## src/hdl/adapter_io_pkg.sv

```systemverilog
// Package of address codes, field positions, widths and reset values for the adapter I/O set
package adapter_io_pkg;
  // Address lines presented with each programmed I/O transfer
  localparam int ADDR_W = 9;
  localparam int DATA_W = 26;
  // Interrupt slots: nine from outside, three from inside
  localparam int INT_EXT_N = 9;
  localparam int INT_INT_N = 3;
  localparam int INT_N     = INT_EXT_N + INT_INT_N;
  // Register widths
  localparam int RELAY_W = 15;
  localparam int DOUT_W  = 13;
  localparam int BUF_W   = 26;
  localparam int MODE_W  = 6;
  localparam int TAG_W   = 8;
  localparam int MT_W    = 5;
  localparam int FB_W    = 8;
  localparam int ERR_W   = 26;
  // Relay command word fields
  localparam int RELAY_CODE_LSB  = 0;
  localparam int RELAY_CODE_W    = 8;
  localparam int RELAY_STAGE_LSB = 8;
  localparam int RELAY_STAGE_W   = 5;
  localparam int RELAY_FIRE_BIT  = 13;
  localparam int RELAY_RESET_BIT = 14;
  // Mode/real-time field positions after a computer load
  localparam int MT_ADDR_BIT  = 0;
  localparam int MT_MODE_LSB  = 1;
  localparam int MT_MODE_W    = 3;
  localparam int MT_VALID_BIT = 4;
  // Decoded addresses
  localparam logic [ADDR_W-1:0] ADDR_INT_STORE   = 9'h001;
  localparam logic [ADDR_W-1:0] ADDR_INT_LIMIT   = 9'h002;
  localparam logic [ADDR_W-1:0] ADDR_INT_INHIBIT = 9'h003;
  localparam logic [ADDR_W-1:0] ADDR_RELAY_CMD   = 9'h010;
  localparam logic [ADDR_W-1:0] ADDR_RELAY_FB    = 9'h011;
  localparam logic [ADDR_W-1:0] ADDR_DOUT_SET    = 9'h020;
  localparam logic [ADDR_W-1:0] ADDR_DOUT_RESET  = 9'h021;
  localparam logic [ADDR_W-1:0] ADDR_TLM_BUF     = 9'h030;
  localparam logic [ADDR_W-1:0] ADDR_TLM_UNIT    = 9'h031;
  localparam logic [ADDR_W-1:0] ADDR_MODE        = 9'h032;
  localparam logic [ADDR_W-1:0] ADDR_TAG         = 9'h033;
  localparam logic [ADDR_W-1:0] ADDR_MODE_TIME   = 9'h034;
  localparam logic [ADDR_W-1:0] ADDR_ERR_LOG     = 9'h040;
  // Reset values
  localparam logic [INT_N-1:0]   RST_INHIBIT = 12'h000;
  localparam logic [RELAY_W-1:0] RST_RELAY   = 15'h0000;
  localparam logic [DOUT_W-1:0]  RST_DOUT    = 13'h0000;
  localparam logic [BUF_W-1:0]   RST_BUF     = 26'h0000000;
  localparam logic [MODE_W-1:0]  RST_MODE    = 6'h00;
  localparam logic [TAG_W-1:0]   RST_TAG     = 8'h00;
  localparam logic [MT_W-1:0]    RST_MT      = 5'h00;
  localparam logic [ERR_W-1:0]   RST_ERR     = 26'h0000000;
endpackage

```

## src/hdl/adapter_io_register_set.sv

```systemverilog
// Adapter input/output register set reached by programmed I/O transfers
module adapter_io_register_set (
  input  wire logic                                REF_CLK,
  input  wire logic                                RST_N,
  input  wire logic                                PIO_STROBE,
  input  wire logic                                PIO_WRITE,
  input  wire logic [adapter_io_pkg::ADDR_W-1:0]    PIO_ADDR,
  input  wire logic [adapter_io_pkg::DATA_W-1:0]    PIO_WDATA,
  output logic      [adapter_io_pkg::DATA_W-1:0]    PIO_RDATA,
  input  wire logic [adapter_io_pkg::INT_EXT_N-1:0] EXT_INT,
  input  wire logic [adapter_io_pkg::INT_INT_N-1:0] INTERNAL_INT,
  output logic                                     INT_REQ,
  output logic [adapter_io_pkg::RELAY_CODE_W-1:0]  RELAY_CODE,
  output logic [adapter_io_pkg::RELAY_STAGE_W-1:0] STAGE_SELECT,
  output logic                                     RELAY_FIRE,
  output logic                                     RELAY_RESET,
  input  wire logic [adapter_io_pkg::FB_W-1:0]     RELAY_FEEDBACK,
  output logic      [adapter_io_pkg::DOUT_W-1:0]   DISCRETE_OUT,
  input  wire logic                                DOM_LOAD,
  input  wire logic [adapter_io_pkg::BUF_W-1:0]    DOM_DATA,
  input  wire logic [adapter_io_pkg::MT_W-1:0]     REAL_TIME,
  output logic      [adapter_io_pkg::BUF_W-1:0]    TLM_BUFFER,
  output logic      [adapter_io_pkg::MODE_W-1:0]   MODE_WORD,
  output logic      [adapter_io_pkg::TAG_W-1:0]    TAG_WORD,
  output logic      [adapter_io_pkg::MT_W-1:0]     MODE_TIME,
  output logic                                     TLM_PARITY,
  output logic                                     TLM_VALID,
  output logic                                     DATA_REQUEST,
  output logic                                     READY_BIT,
  input  wire logic                                UNIT_REPLY_INT,
  input  wire logic [adapter_io_pkg::ERR_W-1:0]    ERR_FLAGS,
  output logic      [adapter_io_pkg::ERR_W-1:0]    ERR_LOG
);
  typedef struct packed {
    logic                                int_req;
    logic [adapter_io_pkg::INT_N-1:0]    inhibit;
    logic [adapter_io_pkg::DATA_W-1:0]   rdata;
    logic [adapter_io_pkg::RELAY_W-1:0]  relay;
    logic [adapter_io_pkg::DOUT_W-1:0]   dout;
    logic [adapter_io_pkg::BUF_W-1:0]    buffer;
    logic [adapter_io_pkg::MODE_W-1:0]   mode;
    logic [adapter_io_pkg::TAG_W-1:0]    tag;
    logic [adapter_io_pkg::MT_W-1:0]     mode_time;
    logic                                parity;
    logic                                valid;
    logic                                data_req;
    logic                                ready;
    logic [adapter_io_pkg::ERR_W-1:0]    err;
  } regs_s;

  localparam regs_s RESET_STATE = '{
    int_req:   1'b0,
    inhibit:   adapter_io_pkg::RST_INHIBIT,
    rdata:     '0,
    relay:     adapter_io_pkg::RST_RELAY,
    dout:      adapter_io_pkg::RST_DOUT,
    buffer:    adapter_io_pkg::RST_BUF,
    mode:      adapter_io_pkg::RST_MODE,
    tag:       adapter_io_pkg::RST_TAG,
    mode_time: adapter_io_pkg::RST_MT,
    parity:    1'b1,
    valid:     1'b1,
    data_req:  1'b0,
    ready:     1'b0,
    err:       adapter_io_pkg::RST_ERR
  };

  regs_s state_reg;
  regs_s state_next;

  logic                             wr;
  logic                             rd;
  logic [adapter_io_pkg::INT_N-1:0] int_src;
  logic [adapter_io_pkg::INT_N-1:0] int_stored;
  logic [adapter_io_pkg::INT_N-1:0] int_ack;
  logic [adapter_io_pkg::INT_N-1:0] int_clear;
  logic                             par_buf;
  logic                             par_tag;
  logic                             par_mt;

  // Transfer qualifiers
  assign wr = PIO_STROBE && PIO_WRITE;
  assign rd = PIO_STROBE && !PIO_WRITE;

  // Twelve sources: nine from outside, three from inside
  assign int_src = {adapter_io_pkg::INT_INT_N'(INTERNAL_INT), EXT_INT};

  // Acknowledge and clear writes carry one bit per slot
  assign int_ack   = (wr && PIO_ADDR == adapter_io_pkg::ADDR_INT_LIMIT) ?
                     PIO_WDATA[adapter_io_pkg::INT_N-1:0] : '0;
  assign int_clear = (wr && PIO_ADDR == adapter_io_pkg::ADDR_INT_STORE) ?
                     PIO_WDATA[adapter_io_pkg::INT_N-1:0] : '0;

  // One storage and limiting slot per source
  generate
    for (genvar i = 0; i < adapter_io_pkg::INT_N; i++) begin : g_slot
      interrupt_slot u_slot (
        .clk    (REF_CLK),
        .rst_n  (RST_N),
        .src    (int_src[i]),
        .ack    (int_ack[i]),
        .clear  (int_clear[i]),
        .stored (int_stored[i])
      );
    end
  endgenerate

  // Subword parities over the next telemetry word, validity bit excluded
  subword_parity #(.WIDTH(adapter_io_pkg::BUF_W)) u_par_buf (
    .data   (state_next.buffer),
    .parity (par_buf)
  );
  subword_parity #(.WIDTH(adapter_io_pkg::TAG_W)) u_par_tag (
    .data   (state_next.tag),
    .parity (par_tag)
  );
  subword_parity #(.WIDTH(adapter_io_pkg::MT_W - 1)) u_par_mt (
    .data   (state_next.mode_time[adapter_io_pkg::MT_VALID_BIT-1:0]),
    .parity (par_mt)
  );

  // Register bank update and address decode
  always_comb begin
    state_next = state_reg;
    // Interrupt line from stored, unmasked slots
    state_next.int_req = |(int_stored & ~state_reg.inhibit);
    // Error log is sticky; new disagreements always record
    state_next.err = state_reg.err | ERR_FLAGS;
    // Validity drops while mode, tag or buffer is written
    state_next.valid = 1'b1;
    // Output multiplexer load fills buffer and real-time bits
    if (DOM_LOAD) begin
      state_next.buffer    = DOM_DATA;
      state_next.mode_time = REAL_TIME;
    end
    if (wr) begin
      case (PIO_ADDR)
        adapter_io_pkg::ADDR_INT_INHIBIT: begin
          state_next.inhibit = PIO_WDATA[adapter_io_pkg::INT_N-1:0];
        end
        adapter_io_pkg::ADDR_RELAY_CMD: begin
          state_next.relay = PIO_WDATA[adapter_io_pkg::RELAY_W-1:0];
        end
        adapter_io_pkg::ADDR_DOUT_SET: begin
          state_next.dout = state_reg.dout | PIO_WDATA[adapter_io_pkg::DOUT_W-1:0];
        end
        adapter_io_pkg::ADDR_DOUT_RESET: begin
          state_next.dout = state_reg.dout & ~PIO_WDATA[adapter_io_pkg::DOUT_W-1:0];
        end
        adapter_io_pkg::ADDR_TLM_BUF, adapter_io_pkg::ADDR_TLM_UNIT: begin
          state_next.buffer = PIO_WDATA[adapter_io_pkg::BUF_W-1:0];
          state_next.valid  = 1'b0;
          // Computer load: validity, three mode bits and the address bit
          state_next.mode_time[adapter_io_pkg::MT_VALID_BIT] = 1'b1;
          state_next.mode_time[adapter_io_pkg::MT_MODE_LSB +: adapter_io_pkg::MT_MODE_W] =
            state_reg.mode[adapter_io_pkg::MT_MODE_W-1:0];
          state_next.mode_time[adapter_io_pkg::MT_ADDR_BIT] = PIO_ADDR[0];
          if (PIO_ADDR == adapter_io_pkg::ADDR_TLM_UNIT) begin
            state_next.data_req = 1'b1;
            state_next.ready    = 1'b1;
          end
        end
        adapter_io_pkg::ADDR_MODE: begin
          state_next.mode  = PIO_WDATA[adapter_io_pkg::MODE_W-1:0];
          state_next.valid = 1'b0;
        end
        adapter_io_pkg::ADDR_TAG: begin
          state_next.tag   = PIO_WDATA[adapter_io_pkg::TAG_W-1:0];
          state_next.valid = 1'b0;
        end
        adapter_io_pkg::ADDR_ERR_LOG: begin
          // Written ones clear logged bits unless a new flag arrives
          state_next.err = (state_reg.err & ~PIO_WDATA[adapter_io_pkg::ERR_W-1:0]) | ERR_FLAGS;
        end
        default: begin
        end
      endcase
    end
    // Reply interrupt from the unit ends request and ready; a new load wins
    if (UNIT_REPLY_INT && !(wr && PIO_ADDR == adapter_io_pkg::ADDR_TLM_UNIT)) begin
      state_next.data_req = 1'b0;
      state_next.ready    = 1'b0;
    end
    // Read data: selected source, zero for unmapped or write-only addresses
    if (rd) begin
      case (PIO_ADDR)
        adapter_io_pkg::ADDR_INT_STORE: begin
          state_next.rdata = adapter_io_pkg::DATA_W'(int_stored);
        end
        adapter_io_pkg::ADDR_INT_INHIBIT: begin
          state_next.rdata = adapter_io_pkg::DATA_W'(state_reg.inhibit);
        end
        adapter_io_pkg::ADDR_RELAY_FB: begin
          state_next.rdata = adapter_io_pkg::DATA_W'(RELAY_FEEDBACK);
        end
        adapter_io_pkg::ADDR_DOUT_SET, adapter_io_pkg::ADDR_DOUT_RESET: begin
          state_next.rdata = adapter_io_pkg::DATA_W'(state_reg.dout);
        end
        adapter_io_pkg::ADDR_MODE_TIME: begin
          state_next.rdata = adapter_io_pkg::DATA_W'(state_reg.mode_time);
        end
        adapter_io_pkg::ADDR_ERR_LOG: begin
          state_next.rdata = state_reg.err;
        end
        default: begin
          state_next.rdata = '0;
        end
      endcase
    end
    // Odd parity: subword parities combined and inverted
    state_next.parity = ~(par_buf ^ par_tag ^ par_mt);
  end

  // Single state register
  always_ff @(posedge REF_CLK) begin
    if (!RST_N) begin
      state_reg <= RESET_STATE;
    end else begin
      state_reg <= state_next;
    end
  end

  // Outputs straight from the state register; relay, discrete, mode and tag words held between writes
  assign PIO_RDATA    = state_reg.rdata;
  assign INT_REQ      = state_reg.int_req;
  assign RELAY_CODE   = state_reg.relay[adapter_io_pkg::RELAY_CODE_LSB +:
                                        adapter_io_pkg::RELAY_CODE_W];
  assign STAGE_SELECT = state_reg.relay[adapter_io_pkg::RELAY_STAGE_LSB +:
                                        adapter_io_pkg::RELAY_STAGE_W];
  assign RELAY_FIRE   = state_reg.relay[adapter_io_pkg::RELAY_FIRE_BIT];
  assign RELAY_RESET  = state_reg.relay[adapter_io_pkg::RELAY_RESET_BIT];
  assign DISCRETE_OUT = state_reg.dout;
  assign TLM_BUFFER   = state_reg.buffer;
  assign MODE_WORD    = state_reg.mode;
  assign TAG_WORD     = state_reg.tag;
  assign MODE_TIME    = state_reg.mode_time;
  assign TLM_PARITY   = state_reg.parity;
  assign TLM_VALID    = state_reg.valid;
  assign DATA_REQUEST = state_reg.data_req;
  assign READY_BIT    = state_reg.ready;
  assign ERR_LOG      = state_reg.err;
endmodule

```

## src/hdl/interrupt_slot.sv

```systemverilog
// One interrupt slot: storage bit plus acknowledge-limiting bit
module interrupt_slot (
  input  wire logic clk,
  input  wire logic rst_n,
  input  wire logic src,
  input  wire logic ack,
  input  wire logic clear,
  output logic      stored
);
  typedef struct packed {
    logic stored;
    logic limit;
  } slot_s;

  slot_s state_reg;
  slot_s state_next;

  // A source may store only while not limited; limit holds until the source drops
  always_comb begin
    state_next = state_reg;
    if (!src) begin
      state_next.limit = 1'b0;
    end
    if (ack) begin
      state_next.limit = 1'b1;
    end
    if (clear) begin
      state_next.stored = 1'b0;
    end
    if (src && !state_reg.limit) begin
      state_next.stored = 1'b1;
    end
  end

  // Slot flops
  always_ff @(posedge clk) begin
    if (!rst_n) begin
      state_reg <= '0;
    end else begin
      state_reg <= state_next;
    end
  end

  assign stored = state_reg.stored;
endmodule

```

## src/hdl/subword_parity.sv

```systemverilog
// Even parity of one telemetry subword
module subword_parity #(
  parameter int WIDTH = 8
) (
  input  wire logic [WIDTH-1:0] data,
  output logic                  parity
);
  // Reduction over the whole subword
  assign parity = ^data;
endmodule

```

## config.mk

```make
export PLATFORM = sky130hd
export DESIGN_NAME = adapter_io_register_set
export DESIGN_NICKNAME = d
export VERILOG_FILES = /design/src/hdl/adapter_io_pkg.sv /design/src/hdl/adapter_io_register_set.sv /design/src/hdl/interrupt_slot.sv /design/src/hdl/subword_parity.sv
export SDC_FILE = /design/constraint.sdc
export NUM_CORES = 1
export LEC_CHECK = 0
export BUFFER_PORTS_ARGS = -buffer_cell sky130_fd_sc_hd__buf_2
export CAP_MARGIN = 20
export CORE_UTILIZATION = 30
export DETAILED_ROUTE_END_ITERATION = 6
export GPL_TIMING_DRIVEN = 1
export PLACE_DENSITY = 0.56
export SYNTH_ARGS = -nofsm -noshare
export SYNTH_HDL_FRONTEND = slang
export SYNTH_SLANG_ARGS = --single-unit
```

## constraint.sdc

```tcl
create_clock -name REF_CLK -period 5.6 [get_ports REF_CLK]
set_clock_uncertainty 0.05 [all_clocks]
set_input_delay 0.56 -clock REF_CLK [delete_from_list [all_inputs] [get_ports REF_CLK]]
set_output_delay 0.56 -clock REF_CLK [all_outputs]
set_load 0.03 [all_outputs]
```

==> results of run 1 <==
stage by stage:
stage / instance area [um^2] / hold WS (ns) / total power [mW]
final: 9813 / 0.2747 / 2.950
after global routing: 9813 / 0.2759 / 3.061
after CTS: 9788 / 0.2639 / 2.978
after detailed placement: 9178 / 0.3904 / 1.734
after global placement: 9178 / 0.3855 / 1.728
after floorplan: 8581 / 0.3822 / 1.600
power breakdown:
part	internal, mW	leakage [nW]	switching, mW
clock network	0.728	0.294	0.513
registers	1.21	1.35	0.0381
logic	0.186	2.61	0.273
total	2.13	4.25	0.824
metal layers:
metal	global-route usage, %	vias to the layer above	share of wire, %
li1	-	3541	-
met1	26.30	3606	45
met2	32.59	289	46
met3	4.765	28	7.1
met4	5.396	4	1.7
met5	0	-	0.091
logic make-up (layout without fill, tap and decap cells):
| family | Yosys count | after routing | synth area share, % |
|---|---|---|---|
| simple gates | 297 | 297 | 14.83 |
| buf+inv | 213 | 309 | 14.92 |
| compound gates | 204 | 204 | 15.27 |
| flops | 165 | 165 | 38.50 |
| xor+xnor | 74 | 74 | 8.516 |
| mux | 68 | 68 | 7.976 |
area by class of cell:
class | count | share of cell area (%)
Clock inverter | 11 | 1.530
Inverter | 19 | 0.7523
Sequential cell | 165 | 33.66
Clock buffer | 21 | 4.692
Timing Repair Buffer | 258 | 13.62
Tap cell | 378 | 4.820
Multi-Input combinational cell | 643 | 40.93
placed cells by master, fill, tap and decap left out, types with 4 or more instances in the layout:
master       n
buf_2      247
dfxtp_1    165
nor2_1     127
nand2_1    101
a21oi_1     91
mux2i_1     65
xnor2_1     40
a211oi_1    30
nand3_1     29
xor2_1      28
inv_1       18
clkbuf_16   18
a222oi_1    16
o21ai_0     15
nor2b_1     13
a22oi_1     13
a31oi_1     13
buf_4       10
a22o_1       6
a311oi_1     6
xnor3_1      6
and2_1       5
a221oi_1     4
o21a_1       4
worst max-delay path by stage:
stage | slack, ns | end | start | cells after the start
floorplan | 3.04 | TLM_PARITY | PIO_ADDR[1] | 8
global placement | 2.28 | ERR_LOG[25] | PIO_ADDR[0] | 8
detailed placement | 2.16 | ERR_LOG[18] | PIO_ADDR[0] | 8
CTS | 2.61 | ERR_LOG[18] | PIO_ADDR[0] | 8
global route | 2.28 | ERR_LOG[24] | PIO_ADDR[0] | 8
finish | 2.54 | ERR_LOG[18] | PIO_ADDR[0] | 8
critical path, stage by stage:
cell     delay (ns)
buf_2          0.24
nor3b_1        0.26
nor3b_2        0.67
nand2_1        0.37
nor2_2         0.81
nand2_1        0.13
a21oi_1        0.19
nor2_1         0.05
==> flow_summary_export.csv, run 1 <==
group,metric,value,unit
logic_synthesis,synth_area_per_cell,8.404,um^2
sta,slew_headroom,34.84,%
worst_setup_path,timing.rr.start,"MODE_TIME[1]",
logic_synthesis,synth_commonest_cells,"165 x dfxtp_1, 127 x nor2_1, 124 x buf_4, 101 x nand2_1, 91 x a21oi_1",
logic_synthesis,synth_top_flop_cell,"dfxtp_1",
route,ant_nets,0,
clock_network,post_cts.repair.setup_buffers,0,
worst_setup_path,required,5.84,ns
clock_network,clk_path_buf_depth,2,
floorplanning,fp-row-count,61,
power,leakagePower,4.255,nW
floorplanning,ios,248,
floorplanning,core_area,27930,um^2
flow_run,maxCapViolCount,0,
worst_setup_path,r2r_slack,3.44,ns
hold_path,worst_hold_path.endpoint,"ERR_LOG[13]",
logic_synthesis,synth_top_area_share,38.50,%
route,viasPerCell,4.995,
global_routing,grt_max_degree,68,
placed_design,routabilityCongestion,0.8146,
placed_design,io_buffers,247,
hold_path,hp-start,"ERR_FLAGS[13]",
clock_network,clock-root-buffer,"clkbuf_16",
global_routing,grt_pass1_vias,6819,
sta,finalSetupViolations,0,
global_routing,grt_util_all_layers,20.02,%
sta,finalCritPeriodShare,54.63,%
worst_setup_path,start_kind,"primary input",
cells_and_area,post-route-util,35.13,%
placed_design,dpl.cell_count,1462,
cells_and_area,seq_area,3303,um^2
logic_synthesis,yosys_warnings,0,
cells_and_area,multiInputGateArea,4016,um^2
clock_network,htree_levels,4,
route,first_pass_iters,7,
cells_and_area,final_cells,1495,
logic_synthesis,synth.distinct_cells,43,
sta,max_clock_freq,326.9,MHz
floorplanning,die_area,29280,um^2
power,vdd_drop_max,0.0001595,V
floorplanning,initial_core_util,30.72,%
global_routing,overflow,0,
sta,grt_setup_unrepaired,"no",
cells_and_area,layout.nets,1222,
route,dr.first_iter.drc_count,753,
run_status,status,"finished, final reports clean",
worst_setup_path,r2r_end,"TLM_PARITY",
route,vias,7468,
logic_synthesis,synth_edf_count,0,
logic_synthesis,synthTopCellsByArea,"dfxtp_1 38%, buf_4 11%, mux2i_1 7.6%",
worst_setup_path,worstPathArrival,3.30,ns
sta,worstMarginPinSlew,0.9738,ns
worst_setup_path,end_kind,"flip-flop",
sta,setup_ws,2.541,ns
clock_network,cts_buffers,17,
route,routedWlPerCell,19.84,um
clock_network,clk_pin_slew,0.07,ns
logic_synthesis,synth_seq_cells,165,
logic_synthesis,yosysSeqAreaShare,38.50,%
logic_synthesis,synth_top_cell_by_area,"dfxtp_1",
global_routing,grt_first_pass_wirelength,42720,um
logic_synthesis,synth_cells,1021,
clock_network,cts_sinks,165,
sta,finalMaxSlewViolations,0,
placed_design,dpl.hpwl,21770,um
placed_design,place_ws,2.158,ns
hold_path,hold_class,"in2reg",
worst_setup_path,crit_type,"in2reg",
cells_and_area,fillers,2990,
route,wl,29660,um
global_routing,antenna_found_initial,2,
clock_network,clkLatencyLatePin,0.43,ns
sta,fin_setup_tns,0,ns
power,power_density,300.7,nW/um^2
logic_synthesis,synthArstFlopShare,0,%
cells_and_area,area_delta_synth_final,14.36,%
sta,finalHoldViolCount,0,
clock_network,ctsResizeCount,0,
logic_synthesis,syn-num-nets,1139,
logic_synthesis,synth_area,8581,um^2
worst_setup_path,ff2ff_path_depth,7,
clock_network,ctsHoldBuffers,0,
route,drc,0,
cells_and_area,antennaDiodeCount,0,
worst_setup_path,cp_max_fo,19,
sta,period_minus_slack,3.059,ns
cells_and_area,drive_above_1_share,26.86,%
floorplanning,die_y,171.1,um
floorplanning,die-width,171.1,um
hold_path,min_path_cells,3,
clock_network,cts_tree,"done",
logic_synthesis,yosysMostFrequentCell,"dfxtp_1",
Note: power is estimated with default switching activity, not from simulation.
==> run 2: changes to the inputs <==
Clock period 5.6 ns to 3 ns, I/O delays scaled along.
==> run 2 against run 1 <==
Effect of this change: die area unchanged; register-to-register slack got worse by 2.7 ns; sequential power is 86% higher; power is 84% higher; critical path depth decreased by 1; largest power group unchanged; hold slack got worse by 0.25 ns; combinational power is 91% higher; via count about the same.
==> flow_summary_export.csv, run 2 (synthesis gave the netlist of run 1 again) <==
group,metric,value,unit
placed_design,dpl.hpwl,22570,um
power,vdd_drop_max,0.0003300,V
worst_setup_path,crit_path_start,"TLM_BUFFER[22]",
route,wl,30130,um
clock_network,ctsHoldBuffers,0,
floorplanning,core_area,27930,um^2
sta,grt_setup_unrepaired,"no",
worst_setup_path,end_kind,"flip-flop",
route,dr.first_iter.drc_count,650,
sta,worstMarginPinSlew,0.9660,ns
sta,finalHoldViolCount,0,
worst_setup_path,timing.rr.start,"TLM_BUFFER[22]",
route,vias,7462,
global_routing,antenna_found_initial,1,
worst_setup_path,r2r_slack,0.77,ns
route,drc,0,
route,ant_nets,0,
flow_run,maxCapViolCount,0,
sta,slew_headroom,35.60,%
clock_network,htree_levels,4,
run_status,status,"finished, final reports clean",
sta,max_clock_freq,449.3,MHz
sta,finalMaxSlewViolations,0,
placed_design,io_buffers,247,
worst_setup_path,path_cells,"xnor3_1, mux2i_1, xnor3_1, xnor3_1, mux2i_1, and2_1, mux2i_1",
clock_network,cts_sinks,165,
worst_setup_path,crit_type,"reg2reg",
global_routing,grt_first_pass_wirelength,43330,um
sta,finalSetupViolations,0,
global_routing,grt_max_degree,79,
power,leakagePower,4.355,nW
clock_network,clock-root-buffer,"clkbuf_16",
worst_setup_path,worstPathArrival,2.49,ns
cells_and_area,seq_area,3303,um^2
floorplanning,ios,248,
placed_design,routabilityCongestion,0.8407,
clock_network,post_cts.repair.setup_buffers,0,
sta,holdWs,0.02705,ns
clock_network,clk_path_buf_depth,2,
cells_and_area,layout_common_cells,"247 x buf_2, 165 x dfxtp_1, 127 x nor2_1, 101 x nand2_1, 91 x a21oi_1",
worst_setup_path,start_kind,"flip-flop",
floorplanning,die_y,171.1,um
floorplanning,die_area,29280,um^2
cells_and_area,multiInputGateArea,4016,um^2
worst_setup_path,cpMaxStageDelayCell,"xnor3_1",
cells_and_area,layout_commonest_cell,"buf_2",
clock_network,cts_buffers,17,
clock_network,cts_tree,"done",
route,viasPerCell,4.916,
clock_network,clkLatencyLatePin,0.43,ns
power,power_density,545.3,nW/um^2
clock_network,clk_pin_slew,0.08,ns
hold_path,hold_class,"in2reg",
cells_and_area,area_delta_synth_final,15.84,%
route,routedWlPerCell,19.85,um
hold_path,hp-start,"ERR_FLAGS[13]",
cells_and_area,layout.nets,1244,
sta,period_minus_slack,2.226,ns
route,first_pass_iters,6,
global_routing,grt_util_all_layers,20.37,%
cells_and_area,fillers,3041,
floorplanning,fp-row-count,61,
clock_network,ctsResizeCount,0,
global_routing,grt_pass1_vias,6907,
global_routing,overflow,0,
floorplanning,initial_core_util,30.72,%
sta,finalCritPeriodShare,74.19,%
worst_setup_path,cp_max_fo,3,
worst_setup_path,required,3.26,ns
cells_and_area,drive_above_1_share,28.45,%
worst_setup_path,max_stage_delay,0.39,ns
floorplanning,die-width,171.1,um
sta,fin_setup_tns,0,ns
-- run 2: layer usage --
| metal | wire, um | GRT usage, % | up-vias |
|---|---|---|---|
| met5 | 0 | 0 | - |
| met4 | 535 | 5.318 | 0 |
| met3 | 2324 | 4.534 | 30 |
| met2 | 13340 | 32.27 | 317 |
| met1 | 13930 | 27.73 | 3539 |
| li1 | - | - | 3576 |
-- run 2: power breakdown --
part / switching (mW) / internal (mW) / total [mW]
Sequential: 0.0692 / 2.26 / 2.33
Combinational: 0.521 / 0.354 / 0.875
Clock: 1.02 / 1.19 / 2.21
Total: 1.61 / 3.81 / 5.42
-- run 2: cell type report --
type | count | share of cell area (%)
Clock inverter | 14 | 1.360
Multi-Input combinational cell | 643 | 40.41
Sequential cell | 165 | 33.23
Inverter | 19 | 0.7427
Antenna cell | 1 | 0.02518
Timing Repair Buffer | 280 | 15.06
Tap cell | 378 | 4.758
Clock buffer | 18 | 4.418
-- run 2: path summary, 6_finish.rpt --
path,depth (start not counted),endpoint
worst min-delay path,3,ERR_LOG[13]
worst max-delay path,7,TLM_PARITY
worst min register to register,2,RELAY_CODE[6]
worst max register to register,7,TLM_PARITY
-- run 2: metrics by stage --
stage	utilization [%]	setup slack [ns]	cells	power, mW	instance area [um^2]
floorplan	-	0.6979	1021	2.987	8581
global placement	33.52	0.4368	1485	3.253	9363
detailed placement	33.52	0.4257	1485	3.260	9363
CTS	35.57	0.7425	1517	5.467	9937
global route	35.58	0.5795	1518	5.636	9940
finish	35.58	0.7743	1518	5.420	9940
-- run 2: critical path: cells and delay by family, from the launching register on --
family / cells / cell delay [ns]
multiplexers: 3 / 0.51
AND/OR/NAND/NOR: 1 / 0.14
flip-flops: 1 / 0.37
XOR/XNOR: 3 / 1.03
